[src/logic/iex_pkg.sv]
package iex_pkg;
   // Instruction word and data widths of the core.
   localparam int DATA_W = 8;
   localparam int PC_W = 11;
   localparam int ADDR_W = 7;
   localparam int STACK_DEPTH = 4;
   localparam int WDT_W = 8;
   localparam int PRE_W = 7;
   // Timing: system clocks per instruction cycle.
   localparam int CLKS_PER_ICYC = 4;
   // Decimal adjust constants.
   localparam logic [3:0] BCD_MAX = 4'h9;
   localparam logic [3:0] BCD_FIX = 4'h6;
   // Wishbone register word offsets (byte addresses).
   localparam logic [3:0] REG_INSTR = 4'h0;
   localparam logic [3:0] REG_OPND = 4'h4;
   localparam logic [3:0] REG_CTRL = 4'h8;
   localparam logic [3:0] REG_STAT = 4'hc;
   // Status field positions in REG_STAT.
   localparam int ST_C = 0;
   localparam int ST_AC = 1;
   localparam int ST_Z = 2;
   localparam int ST_OV = 3;
   localparam int ST_PDF = 4;
   localparam int ST_TO = 5;
   localparam int ST_EMI = 6;
   localparam int ST_BUSY = 7;
   // Reset values.
   localparam logic [7:0] RST_BYTE = 8'h00;
   localparam logic [PC_W-1:0] RST_PC = 11'h000;

   // Opcodes accepted by the execution unit.
   typedef enum logic [4:0] {
      OP_NOP = 5'h00, OP_CLRWDT = 5'h01, OP_PRE1 = 5'h02, OP_PRE2 = 5'h03,
      OP_CPL = 5'h04, OP_COMPLEMENT_TO_WORKING = 5'h05, OP_DADJ = 5'h06, OP_DEC = 5'h07,
      OP_DECREMENT_TO_WORKING = 5'h08, OP_INC = 5'h09, OP_INCREMENT_TO_WORKING = 5'h0a, OP_HALT = 5'h0b,
      OP_JUMP = 5'h0c, OP_MOVAM = 5'h0d, OP_MOVAX = 5'h0e, OP_MOVMA = 5'h0f,
      OP_ORAM = 5'h10, OP_ORAX = 5'h11, OP_ORM = 5'h12, OP_RET = 5'h13,
      OP_RETX = 5'h14, OP_INTERRUPT_RETURN = 5'h15, OP_RL = 5'h16, OP_RLA = 5'h17,
      OP_PUSH = 5'h18
   } iex_op_t;

   // One instruction as presented to the core.
   typedef struct packed {
      iex_op_t op;
      logic [ADDR_W-1:0] addr;
      logic [DATA_W-1:0] imm;
      logic [PC_W-1:0] target;
   } iex_instr_t;

   // Status flags of the core.
   typedef struct packed {
      logic global_interrupt_enable;
      logic to;
      logic sleep_entered_flag;
      logic ov;
      logic z;
      logic ac;
      logic c;
   } iex_flags_t;
endpackage : iex_pkg

[src/logic/iex_core.sv]
`timescale 1ns/10ps
// Contract
// - Watchdog clear zeroes the counter and clears sleep and expired flags.
// - Both preclear halves executed together clear counter and both flags.
// - A lone preclear only records itself; counter and flags stay.
// - Complement inverts the byte into memory or working register; zero flag.
// - Low nibble above 9 or nibble carry adds 6; the carry out of that sum is the adjust carry.
// - High nibble plus adjust carry gets 6 and carry when above 9 or carry.
// - Decrement subtracts one into memory or working register; zero flag only.
// - Increment adds one into memory or working register; zero flag only.
// - Power-down stops execution and clock, keeping memory and registers.
// - Power-down advances the counter, clears watchdog, sets sleep, clears expired.
// - Direct jump loads the program counter from the instruction; no flags.
// - Move to working copies memory byte or immediate; no flags.
// - Move to memory copies the working register; no flags.
// - No-operation only advances the program counter.
// - OR combines working register with byte or immediate; zero flag only.
// - Subroutine return pops the program counter in two instruction cycles.
// - Return with value pops the counter and loads the immediate.
// - Interrupt return pops the counter and sets global interrupt enable.
// - Rotate left moves bit 7 into bit 0 in place; no flags.
// - Rotate left to working leaves memory alone; no flags.
// - A write to program counter low costs one extra instruction cycle.
module iex_core
   import iex_pkg::*;
(
   // Clock and reset.
   input wire logic clk_i,
   input wire logic rst_i,
   // Wishbone slave.
   input wire logic cyc_i,
   input wire logic stb_i,
   input wire logic we_i,
   input wire logic [3:0] adr_i,
   input wire logic [3:0] sel_i,
   input wire logic [31:0] dat_i,
   output logic [31:0] dat_o,
   output logic ack_o,
   // Core state.
   input wire logic wdt_tick_i,
   output logic [PC_W-1:0] pc_o,
   output logic [DATA_W-1:0] acc_o,
   output logic halted_o,
   output logic clk_gate_o
);
   // Internal data memory of the core.
   logic [DATA_W-1:0] ram_ff [2**ADDR_W];
   iex_instr_t instr_ff;
   iex_flags_t flg_ff, nxt_flg;
   logic [DATA_W-1:0] acc_ff, nxt_acc, mem_wd, m;
   logic [PC_W-1:0] pc_ff, nxt_pc, top;
   logic [WDT_W-1:0] wdt_ff;
   logic [PRE_W-1:0] pre_ff;
   logic [31:0] dat_ff;
   logic [4:0] wait_ff, len, lo_sum, hi_sum;
   logic pre1_ff, pre2_ff, ack_ff, go, mem_we, wdt_clr, push, pop, ac1, op_ok;
   // Execution FSM states.
   typedef enum logic [2:0] {
      S_IDLE = 3'b001, S_WAIT = 3'b010, S_HALT = 3'b100
   } iex_st_t;
   iex_st_t st_ff;
   assign m = ram_ff[instr_ff.addr];
   assign op_ok = (instr_ff.op <= OP_PUSH);
   // A write to the control register fires the staged instruction.
   assign go = cyc_i && stb_i && we_i && !ack_ff && adr_i == REG_CTRL && sel_i[0] && dat_i[0]
      && st_ff == S_IDLE && op_ok;
   // Decimal adjust nibble arithmetic.
   always_comb begin
      lo_sum = {1'b0, acc_ff[3:0]};
      ac1 = 1'b0;
      if (acc_ff[3:0] > BCD_MAX || flg_ff.ac) begin
         lo_sum = {1'b0, acc_ff[3:0]} + {1'b0, BCD_FIX};
         ac1 = lo_sum[4];
      end
      hi_sum = {1'b0, acc_ff[7:4]} + {4'h0, ac1};
   end
   // Instruction execution decode.
   always_comb begin
      nxt_flg = flg_ff;
      nxt_acc = acc_ff;
      nxt_pc = pc_ff + 11'h001;
      mem_we = 1'b0;
      mem_wd = m;
      wdt_clr = 1'b0;
      push = 1'b0;
      pop = 1'b0;
      len = 5'(CLKS_PER_ICYC);
      case (instr_ff.op)
         OP_CLRWDT: begin
            wdt_clr = 1'b1;
            nxt_flg.to = 1'b0;
            nxt_flg.sleep_entered_flag = 1'b0;
         end
         OP_PRE1, OP_PRE2: begin
            if ((instr_ff.op == OP_PRE1) ? pre2_ff : pre1_ff) begin
               wdt_clr = 1'b1;
               nxt_flg.to = 1'b0;
               nxt_flg.sleep_entered_flag = 1'b0;
            end
         end
         OP_CPL, OP_COMPLEMENT_TO_WORKING: begin
            nxt_flg.z = (~m == 8'h00);
            if (instr_ff.op == OP_CPL) begin
               mem_we = 1'b1;
               mem_wd = ~m;
            end else begin
               nxt_acc = ~m;
            end
         end
         OP_DADJ: begin
            mem_we = 1'b1;
            if (hi_sum > {1'b0, BCD_MAX} || flg_ff.c) begin
               mem_wd = {4'(hi_sum[3:0] + BCD_FIX), lo_sum[3:0]};
               nxt_flg.c = 1'b1;
            end else begin
               mem_wd = {hi_sum[3:0], lo_sum[3:0]};
            end
         end
         OP_DEC, OP_DECREMENT_TO_WORKING: begin
            nxt_flg.z = (m == 8'h01);
            if (instr_ff.op == OP_DEC) begin
               mem_we = 1'b1;
               mem_wd = m - 8'h01;
            end else begin
               nxt_acc = m - 8'h01;
            end
         end
         OP_INC, OP_INCREMENT_TO_WORKING: begin
            nxt_flg.z = (m == 8'hff);
            if (instr_ff.op == OP_INC) begin
               mem_we = 1'b1;
               mem_wd = m + 8'h01;
            end else begin
               nxt_acc = m + 8'h01;
            end
         end
         OP_HALT: begin
            wdt_clr = 1'b1;
            nxt_flg.sleep_entered_flag = 1'b1;
            nxt_flg.to = 1'b0;
         end
         OP_JUMP: begin
            nxt_pc = instr_ff.target;
            len = 5'(2 * CLKS_PER_ICYC);
         end
         OP_MOVAM: nxt_acc = m;
         OP_MOVAX: nxt_acc = instr_ff.imm;
         OP_MOVMA: begin
            mem_we = 1'b1;
            mem_wd = acc_ff;
         end
         OP_ORAM, OP_ORM: begin
            nxt_flg.z = ((acc_ff | m) == 8'h00);
            if (instr_ff.op == OP_ORM) begin
               mem_we = 1'b1;
               mem_wd = acc_ff | m;
            end else begin
               nxt_acc = acc_ff | m;
            end
         end
         OP_ORAX: begin
            nxt_acc = acc_ff | instr_ff.imm;
            nxt_flg.z = ((acc_ff | instr_ff.imm) == 8'h00);
         end
         OP_RET, OP_RETX, OP_INTERRUPT_RETURN: begin
            pop = 1'b1;
            nxt_pc = top;
            len = 5'(2 * CLKS_PER_ICYC);
            if (instr_ff.op == OP_RETX) begin
               nxt_acc = instr_ff.imm;
            end
            if (instr_ff.op == OP_INTERRUPT_RETURN) begin
               nxt_flg.global_interrupt_enable = 1'b1;
            end
         end
         OP_RL: begin
            mem_we = 1'b1;
            mem_wd = {m[6:0], m[7]};
         end
         OP_RLA: nxt_acc = {m[6:0], m[7]};
         OP_PUSH: push = 1'b1;
         default: begin
         end
      endcase
      // Program counter low write reloads the pipeline.
      if (mem_we && instr_ff.addr == 7'h00) begin
         len = len + 5'(CLKS_PER_ICYC);
         nxt_pc = {pc_ff[PC_W-1:DATA_W], mem_wd};
      end
   end
   iex_stack u_stack (
      .clk_i(clk_i),
      .rst_i(rst_i),
      .push_i(go && push),
      .pop_i(go && pop),
      .data_i(pc_ff + 11'h001),
      .top_o(top)
   );
   // Memory write; contents survive power-down.
   always_ff @(posedge clk_i) begin
      if (go && mem_we) begin
         ram_ff[instr_ff.addr] <= mem_wd;
      end
   end
   // Architectural registers.
   always_ff @(posedge clk_i) begin
      if (rst_i) begin
         acc_ff <= RST_BYTE;
         pc_ff <= RST_PC;
         flg_ff <= '0;
      end else if (go) begin
         acc_ff <= nxt_acc;
         pc_ff <= nxt_pc;
         flg_ff <= nxt_flg;
      end
   end
   // Preclear half tracking; a completed pair rearms both.
   always_ff @(posedge clk_i) begin
      if (rst_i) begin
         pre1_ff <= 1'b0;
         pre2_ff <= 1'b0;
      end else if (go && wdt_clr) begin
         pre1_ff <= 1'b0;
         pre2_ff <= 1'b0;
      end else if (go && instr_ff.op == OP_PRE1) begin
         pre1_ff <= 1'b1;
      end else if (go && instr_ff.op == OP_PRE2) begin
         pre2_ff <= 1'b1;
      end
   end
   // Watchdog and prescaler; the count freezes while halted.
   always_ff @(posedge clk_i) begin
      if (rst_i || (go && wdt_clr)) begin
         wdt_ff <= RST_BYTE;
         pre_ff <= 7'h00;
      end else if (wdt_tick_i && st_ff != S_HALT) begin
         pre_ff <= pre_ff + 7'h01;
         if (pre_ff == 7'h7f) begin
            wdt_ff <= wdt_ff + 8'h01;
         end
      end
   end
   // Sequencer: busy for the instruction length, halt until reset.
   always_ff @(posedge clk_i) begin
      if (rst_i) begin
         st_ff <= S_IDLE;
         wait_ff <= 5'h00;
      end else begin
         case (st_ff)
            S_IDLE: begin
               if (go) begin
                  st_ff <= (instr_ff.op == OP_HALT) ? S_HALT : S_WAIT;
                  wait_ff <= len - 5'h1;
               end
            end
            S_WAIT: begin
               wait_ff <= wait_ff - 5'h1;
               if (wait_ff == 5'h1) begin
                  st_ff <= S_IDLE;
               end
            end
            S_HALT: st_ff <= S_HALT;
            default: st_ff <= S_IDLE;
         endcase
      end
   end
   // Staging registers for the instruction.
   always_ff @(posedge clk_i) begin
      if (rst_i) begin
         instr_ff <= '0;
      end else if (cyc_i && stb_i && we_i && !ack_ff) begin
         if (adr_i == REG_INSTR && sel_i[0]) begin
            instr_ff.op <= iex_op_t'(dat_i[4:0]);
         end
         if (adr_i == REG_INSTR && sel_i[1]) begin
            instr_ff.addr <= dat_i[14:8];
         end
         if (adr_i == REG_OPND && sel_i[0]) begin
            instr_ff.imm <= dat_i[7:0];
         end
         if (adr_i == REG_OPND && sel_i[2]) begin
            instr_ff.target[7:0] <= dat_i[23:16];
         end
         if (adr_i == REG_OPND && sel_i[3]) begin
            instr_ff.target[PC_W-1:8] <= dat_i[26:24];
         end
      end
   end
   // One-wait-state Wishbone answer; unmapped reads return zero.
   always_ff @(posedge clk_i) begin
      if (rst_i) begin
         ack_ff <= 1'b0;
         dat_ff <= 32'h0000_0000;
      end else begin
         ack_ff <= cyc_i && stb_i && !ack_ff;
         case (adr_i)
            REG_INSTR: dat_ff <= {17'h0_0000, instr_ff.addr, 3'h0, instr_ff.op};
            REG_OPND: dat_ff <= {5'h00, instr_ff.target, 8'h00, instr_ff.imm};
            REG_CTRL: dat_ff <= {5'h00, pc_ff, wdt_ff, acc_ff};
            REG_STAT: dat_ff <= {24'h00_0000, st_ff != S_IDLE, flg_ff.global_interrupt_enable, flg_ff.to,
               flg_ff.sleep_entered_flag, flg_ff.ov, flg_ff.z, flg_ff.ac, flg_ff.c};
            default: dat_ff <= 32'h0000_0000;
         endcase
      end
   end
   // Output flops.
   always_ff @(posedge clk_i) begin
      if (rst_i) begin
         halted_o <= 1'b0;
         clk_gate_o <= 1'b0;
      end else begin
         halted_o <= (st_ff == S_HALT);
         clk_gate_o <= (st_ff == S_HALT);
      end
   end
   // Outputs are driven straight from their flops.
   assign ack_o = ack_ff;
   assign dat_o = dat_ff;
   assign pc_o = pc_ff;
   assign acc_o = acc_ff;
endmodule : iex_core

[src/logic/iex_stack.sv]
`timescale 1ns/10ps
// Last-in first-out return address stack.
module iex_stack
   import iex_pkg::*;
(
   // Clock and reset.
   input wire logic clk_i,
   input wire logic rst_i,
   // Push and pop strobes.
   input wire logic push_i,
   input wire logic pop_i,
   input wire logic [PC_W-1:0] data_i,
   // Top of stack.
   output logic [PC_W-1:0] top_o
);
   logic [PC_W-1:0] mem_ff [STACK_DEPTH];
   logic [1:0] ptr_ff;

   // Pointer wraps, so overflow overwrites the oldest entry.
   always_ff @(posedge clk_i) begin
      if (rst_i) begin
         ptr_ff <= 2'h0;
      end else if (push_i) begin
         ptr_ff <= ptr_ff + 2'h1;
      end else if (pop_i) begin
         ptr_ff <= ptr_ff - 2'h1;
      end
   end

   // Entries are written at the pointer on push.
   always_ff @(posedge clk_i) begin
      if (push_i) begin
         mem_ff[ptr_ff] <= data_i;
      end
   end

   // Top entry sits one below the pointer.
   assign top_o = mem_ff[ptr_ff - 2'h1];
endmodule : iex_stack

[config.mk]
export PLATFORM = sky130hd
export DESIGN_NAME = iex_core
export DESIGN_NICKNAME = d
export VERILOG_FILES = /design/src/logic/iex_pkg.sv /design/src/logic/iex_core.sv /design/src/logic/iex_stack.sv
export SDC_FILE = /design/constraint.sdc
export NUM_CORES = 1
export LEC_CHECK = 0
export BUFFER_PORTS_ARGS = -buffer_cell sky130_fd_sc_hd__buf_2
export CORE_UTILIZATION = 50
export CTS_BUF_LIST = sky130_fd_sc_hd__clkbuf_8
export CTS_CLUSTER_SIZE = 24
export DETAILED_ROUTE_END_ITERATION = 16
export GPL_TIMING_DRIVEN = 0
export PLACE_DENSITY_LB_ADDON = 0.25
export SLEW_MARGIN = 20
export SYNTH_ARGS = -nofsm -noshare
export SYNTH_HDL_FRONTEND = slang
export SYNTH_HIERARCHICAL = 1
export SYNTH_SLANG_ARGS = --single-unit
[constraint.sdc]
create_clock -name clk_i -period 20.4 [get_ports clk_i]
set_input_delay 4.08 -clock clk_i [delete_from_list [all_inputs] [get_ports clk_i]]
set_output_delay 4.08 -clock clk_i [all_outputs]
set_load 0.02 [all_outputs]
* Word level (Yosys, flattened, before mapping)
Memory sizes are Yosys's and may differ from the RTL's. A register that Yosys moved wholly into a read port is not among the register bits.
Cells that the tools add are included.
** Cells by class
- $add $sub $neg :: 13
- $mul :: 0
- Divide/modulo/power cells :: 0
- Magnitude comparators :: 3
- Equal/unequal tests :: 44
- Shift operators :: 0
- Mux-type cells :: 46
- Bitwise logic cells :: 5
- Reductions and logical operators :: 60
** Operators by type and width (count)
- $pmux W27 S4 :: 1
- $mux W8 :: 11
- $pmux W8 S9 :: 1
- $pmux W8 S7 :: 1
- $eq A5 B5 Y1 const B :: 9
- $eq A5 B4 Y1 const B :: 8
- $logic_not A8 Y1 :: 3
- $logic_and A1 B1 Y1 :: 22
- $pmux W11 S2 :: 1
- $reduce_and A2 Y1 :: 11
- $eq A5 B3 Y1 const B :: 4
- $add A8 B1 Y8 const B :: 2
- $ne A2 B2 Y1 const B :: 8
- $or A8 B8 Y8 :: 2
- $mux W7 :: 2
- $reduce_or A2 Y1 :: 7
- $mux W1 :: 13
- $add A11 B1 Y11 const B :: 1
- $eq A5 B1 Y1 const B :: 2
- $eq A5 B2 Y1 const B :: 2
- $mux W5 :: 2
- $pmux W1 S5 :: 2
- $pmux W5 S2 :: 1
- $sub A5 B1 Y5 const B :: 2
- other kinds (41) :: 53
** Storage, ports and cells
- Register bits :: 116
- Latch bits :: 0
- Memory bits (writable) :: 1068
- Memory bits (read-only) :: 0
- Bits of input ports :: 46
- Output and inout bits :: 54
- Logic and storage cells :: 196
- Memories :: 2
** Memories
- ram_ff :: depth 128, bits a word 8, read ports 1, clocked after Yosys merged registers in 1, wr ports 1, line iex_core.sv:47 : logic [DATA_W-1:0] ram_ff [2**ADDR_W];
- u_stack.mem_ff :: depth 4, bits a word 11, read ports 1, clocked after Yosys merged registers in 0, wr ports 1, line iex_stack.sv:16 : logic [PC_W-1:0] mem_ff [STACK_DEPTH];

* Depth between registers and ports, before layout
- Word-level depth :: 11
- Gate-level depth with buffers :: 20
- Gate-level depth less buffers :: 15

* Hierarchy
Netlist, hierarchy kept.
** By module, submodules not included
- iex_core :: instances 1, cells each 2779, area an instance 46793.6 um^2, seq. area each 33051.7 um^2
- iex_stack :: instances 1, cells each 77, area an instance 1788.0 um^2, seq. area each 1361.3 um^2

* Least setup slack after synthesis
OpenSTA, ideal clock, no wires.
- Kind :: flip-flop to flip-flop
- From :: register with a tool-made name
- To :: memory ram_ff[0][6], data pin
- Library setup time :: 0.933 ns
- Arrival :: 7.019 ns
- Data required time :: 19.467 ns
- Slack :: 12.448 ns
- Cell stages (with the launch flop) :: 16
- Path buffers :: 3
- Period minus slack after synthesis :: 7.952 ns
- Path through :: dfxtp_1 > buf_2 > buf_2 > buf_2 > mux4_2 > mux2_2 > o22ai_1 > nor3_1 > nor4_4 > inv_1 > ha_1 > nor2b_1 > nand3b_1 > xnor2_1 > a21o_1 > a2bb2oi_1
** RTL lines (line)
- end, declared :: iex_core.sv:47

* Final worst setup path
- From :: input port adr_i[3]
- To :: memory ram_ff[103][0] (enable)
** On the way
- Cells in the longest elaborated chain, start to end :: 9
** Ends and longest elaborated chain
- start, declared :: line iex_core.sv:34 : input wire logic [3:0] adr_i,
- $eq A4 B4 Y1 :: line iex_core.sv:65 : assign go = cyc_i && stb_i && we_i && !ack_ff && adr_i == REG_CTRL && sel_i[0] && dat_i[0]
- $logic_and A1 B1 Y1 (3 in series) :: line iex_core.sv:65
- $logic_and A1 B1 Y1 (2 in series) :: line iex_core.sv:66 : && st_ff == S_IDLE && op_ok;
- $logic_and A1 B1 Y1 :: line iex_core.sv:201 : if (go && mem_we) begin
- $mux W1 :: line iex_core.sv:201
- $mux W1 (implied by the code) :: line iex_core.sv:202 : ram_ff[instr_ff.addr] <= mem_wd;
No other way between the ends.

==> out/metrics.yaml <==
ys_ff_latch: 1185
grt_max_degree: 74
grt.total_usage_pct: 33.1
die_h_um: 314
vias: 30300
final_cell_area_mm2: 0.0546
dieArea_mm2: 0.0984
drt_iter0_drc: 4760
hold_class: "flip-flop to flip-flop"
die_x_um: 314
layout.nets: 3232
yosysMostFrequentCell: "edfxtp_1"
rows: 113
synth-async-reset-ratio_pct: 0
cp-end-kind: "flip-flop"
post-route-util_pct: 57.2
ios: 100
antenna_found_initial: 7
grt_pass1_wl_mm: 223
critPathLaunchType: "primary input"
vdd_ir_drop_max_mv: 0.0814
hp-start: "ack_o"
insertion_delay_ns: 0.93
ys_seq_area_share_pct: 70.8
dp_hpwl_mm: 110
syn_inst: 2856
tightest_slew_ns: 1.36
root_buffer: "clkbuf_8"
cts_setup_buffers: 0
synth_top_area_share_pct: 66.0
final_antenna_net_count: 0
crit_type: "primary input to flip-flop"
numPlacedInstances: 4243
synthToLayoutAreaGrowth_pct: 12.5
avgSynthCellArea_um2: 17.0
first_pass_iters: 5
portBuffers: 86
netlist_area_mm2: 0.0486
hold_violations: 0
synthTopCellsByCount: "edfxtp_1 (1068), nor2_1 (260), mux4_2 (252)"
initial_core_util_pct: 50.8
cp_slowest_cell: "nor2_1"
cp_data_required_time_ns: 20.87
synth_edf_count: 1068
dpl_cell_area_mm2: 0.0513
overflow: 0
clock_skew_ns: 0.0800
critPathMaxFanout: 10
critPathMaxStageDelay_ns: 1.07
cts.sinks: 1185
drive_gt1_share_pct: 22.3
rsz0062_at_grt: "no"
viasPerCell: 6.63
clk_pin_slew_worst_paths_ns: 0.06
maxSlewViolCount: 0
power_leakage_nw: 17.2
core_area_mm2: 0.0956
worstPathArrival_ns: 9.28
synth-main-ff-cell: "edfxtp_1"
final_cells: 4574
min_period_ns: 8.81
yosysTopAreaCell: "edfxtp_1"
cts_resized: 0
p_per_area_mw_per_mm2: 82.9
wl_mm: 162
drt-wirelength-per-cell_um: 35.4
synth_area_leaders: "edfxtp_1 (66%), mux4_2 (12%), dfxtp_1 (4.8%)"
crit_start: "adr_i[3]"
path_cells: "clkbuf_1, nor2b_1, nor3b_1, and3_1, nand3_1, nor3b_1, nand3_1, clkbuf_1, nor2_1"
synth.distinct_cells: 85
cts_max_level: 4
outcome: "finished clean"
cts_made_buffers: 188
finalSetupTns_ns: 0
synth_warnings: 6
cts_tree: "built"
gp_congestion: 1.08
cts_hold_buffers: 0
grt_pass1_vias: 29200
drv_cap: 0
timing.fmax_mhz: 114
setup_viol: 0
finalCritPeriodShare_pct: 43.2
cts_buffer_depth: 3
drc: 0
nFillCells: 7401
slew_headroom_pct: 9.20
state kept, by name (all words and copies together), names as in the netlist, named ones only:
register        flops
clk_gate_o          1
pc_o               11
wdt_ff              8
u_stack/mem_ff     44
acc_o               8
flg_ff              4
dat_o              27
st_ff               3
pre_ff              7
wait_ff             5
u_stack/ptr_ff      2
pre2_ff             1
instr_ff           31
pre1_ff             1
ack_o               1
ram_ff           1024
final cells by class:
class / instances / area [um2] / share of cell area, %
flip-flops and latches: 1185 / 34400 / 63.0
multi-input cells: 1469 / 13300 / 24.3
clock buffers: 192 / 2640 / 4.84
well taps: 1265 / 1580 / 2.90
repair buffers: 118 / 998 / 1.83
plain buffers: 181 / 916 / 1.68
clock inverters: 135 / 721 / 1.32
inverters: 25 / 93.8 / 0.172
diodes: 4 / 10.0 / 0.0183
stage by stage:
stage               setup WS (ns)  power (mW)  hold slack, ns
global route                11.62        4.63           0.479
CTS                         11.90        4.53           0.471
finish                      11.59        4.53           0.472
detailed placement          10.99        2.71           0.463
floorplan                   12.45        2.69           0.432
global placement             5.82        2.71           0.436
worst paths after layout:
path | to | slack (ns) | cells past startpoint
worst min-delay path | ack_o | 0.47 | 1
worst max register to register | ram_ff[52][6] | 13.23 | 17
worst max-delay path | ram_ff[103][0] | 11.59 | 9
worst min register to register | ack_o | 0.47 | 1
cells in the final DEF (no fill, tap or decap), types with 8 or more instances in the layout:
cell type | Yosys | layout
mux2_2 | 20 | 20
a211oi_1 | 16 | 15
o21ai_0 | 49 | 49
clkinv_2 | 0 | 16
mux2i_1 | 101 | 101
mux4_2 | 252 | 252
nor2_1 | 260 | 258
and3_1 | 9 | 9
dfxtp_1 | 117 | 117
xor2_1 | 12 | 12
o22ai_1 | 24 | 24
nor3_1 | 31 | 30
xnor2_1 | 19 | 19
nand3_1 | 70 | 70
or2_2 | 8 | 8
buf_6 | 8 | 24
a21oi_1 | 89 | 88
buf_2 | 41 | 131
a2111oi_0 | 11 | 11
o211ai_1 | 10 | 10
edfxtp_1 | 1068 | 1068
buf_16 | 0 | 12
clkinv_1 | 1 | 39
and2_1 | 17 | 16
buf_4 | 26 | 27
inv_1 | 22 | 82
a221oi_1 | 17 | 16
nand2_1 | 153 | 152
a31oi_1 | 26 | 26
nor2b_1 | 28 | 28
nand4_1 | 18 | 18
ha_1 | 18 | 18
nor4_1 | 12 | 11
clkbuf_8 | 0 | 192
clkbuf_1 | 95 | 90
a22oi_1 | 58 | 56
nand2b_1 | 13 | 13
worst max-delay path, delay by kind of cell:
kind                   cells  cell delay (ns)
buffers and inverters      2             1.14
AND/OR/NAND/NOR            7             4.02
where the power goes:
| group | switching [mW] | internal [mW] |
|---|---|---|
| Sequential | 0.000783 | 2.62 |
| Clock | 0.953 | 0.916 |
| Combinational | 0.0306 | 0.0125 |
per-layer routing:
metal	routed length, um	up-vias	global-route usage, %	share of wire, %
met4	6500	4	13.3	4.0
met5	24	-	0	0.015
li1	-	12100	-	-
met1	63200	15700	46.4	39
met2	72700	2205	49.2	45
met3	19600	353	9.18	12
cell families after synthesis:
group	share of synthesized area [%]
other	0.00772
XOR/XNOR	0.559
multiplexers	14.5
AND/OR/NAND/NOR	6.30
buffers and inverters	2.06
AO/OA/AOI/OAI	5.29
adder cells (fa/ha/maj)	0.464
flip-flops	70.8
No activity file was read; power rests on OpenSTA's default activity.
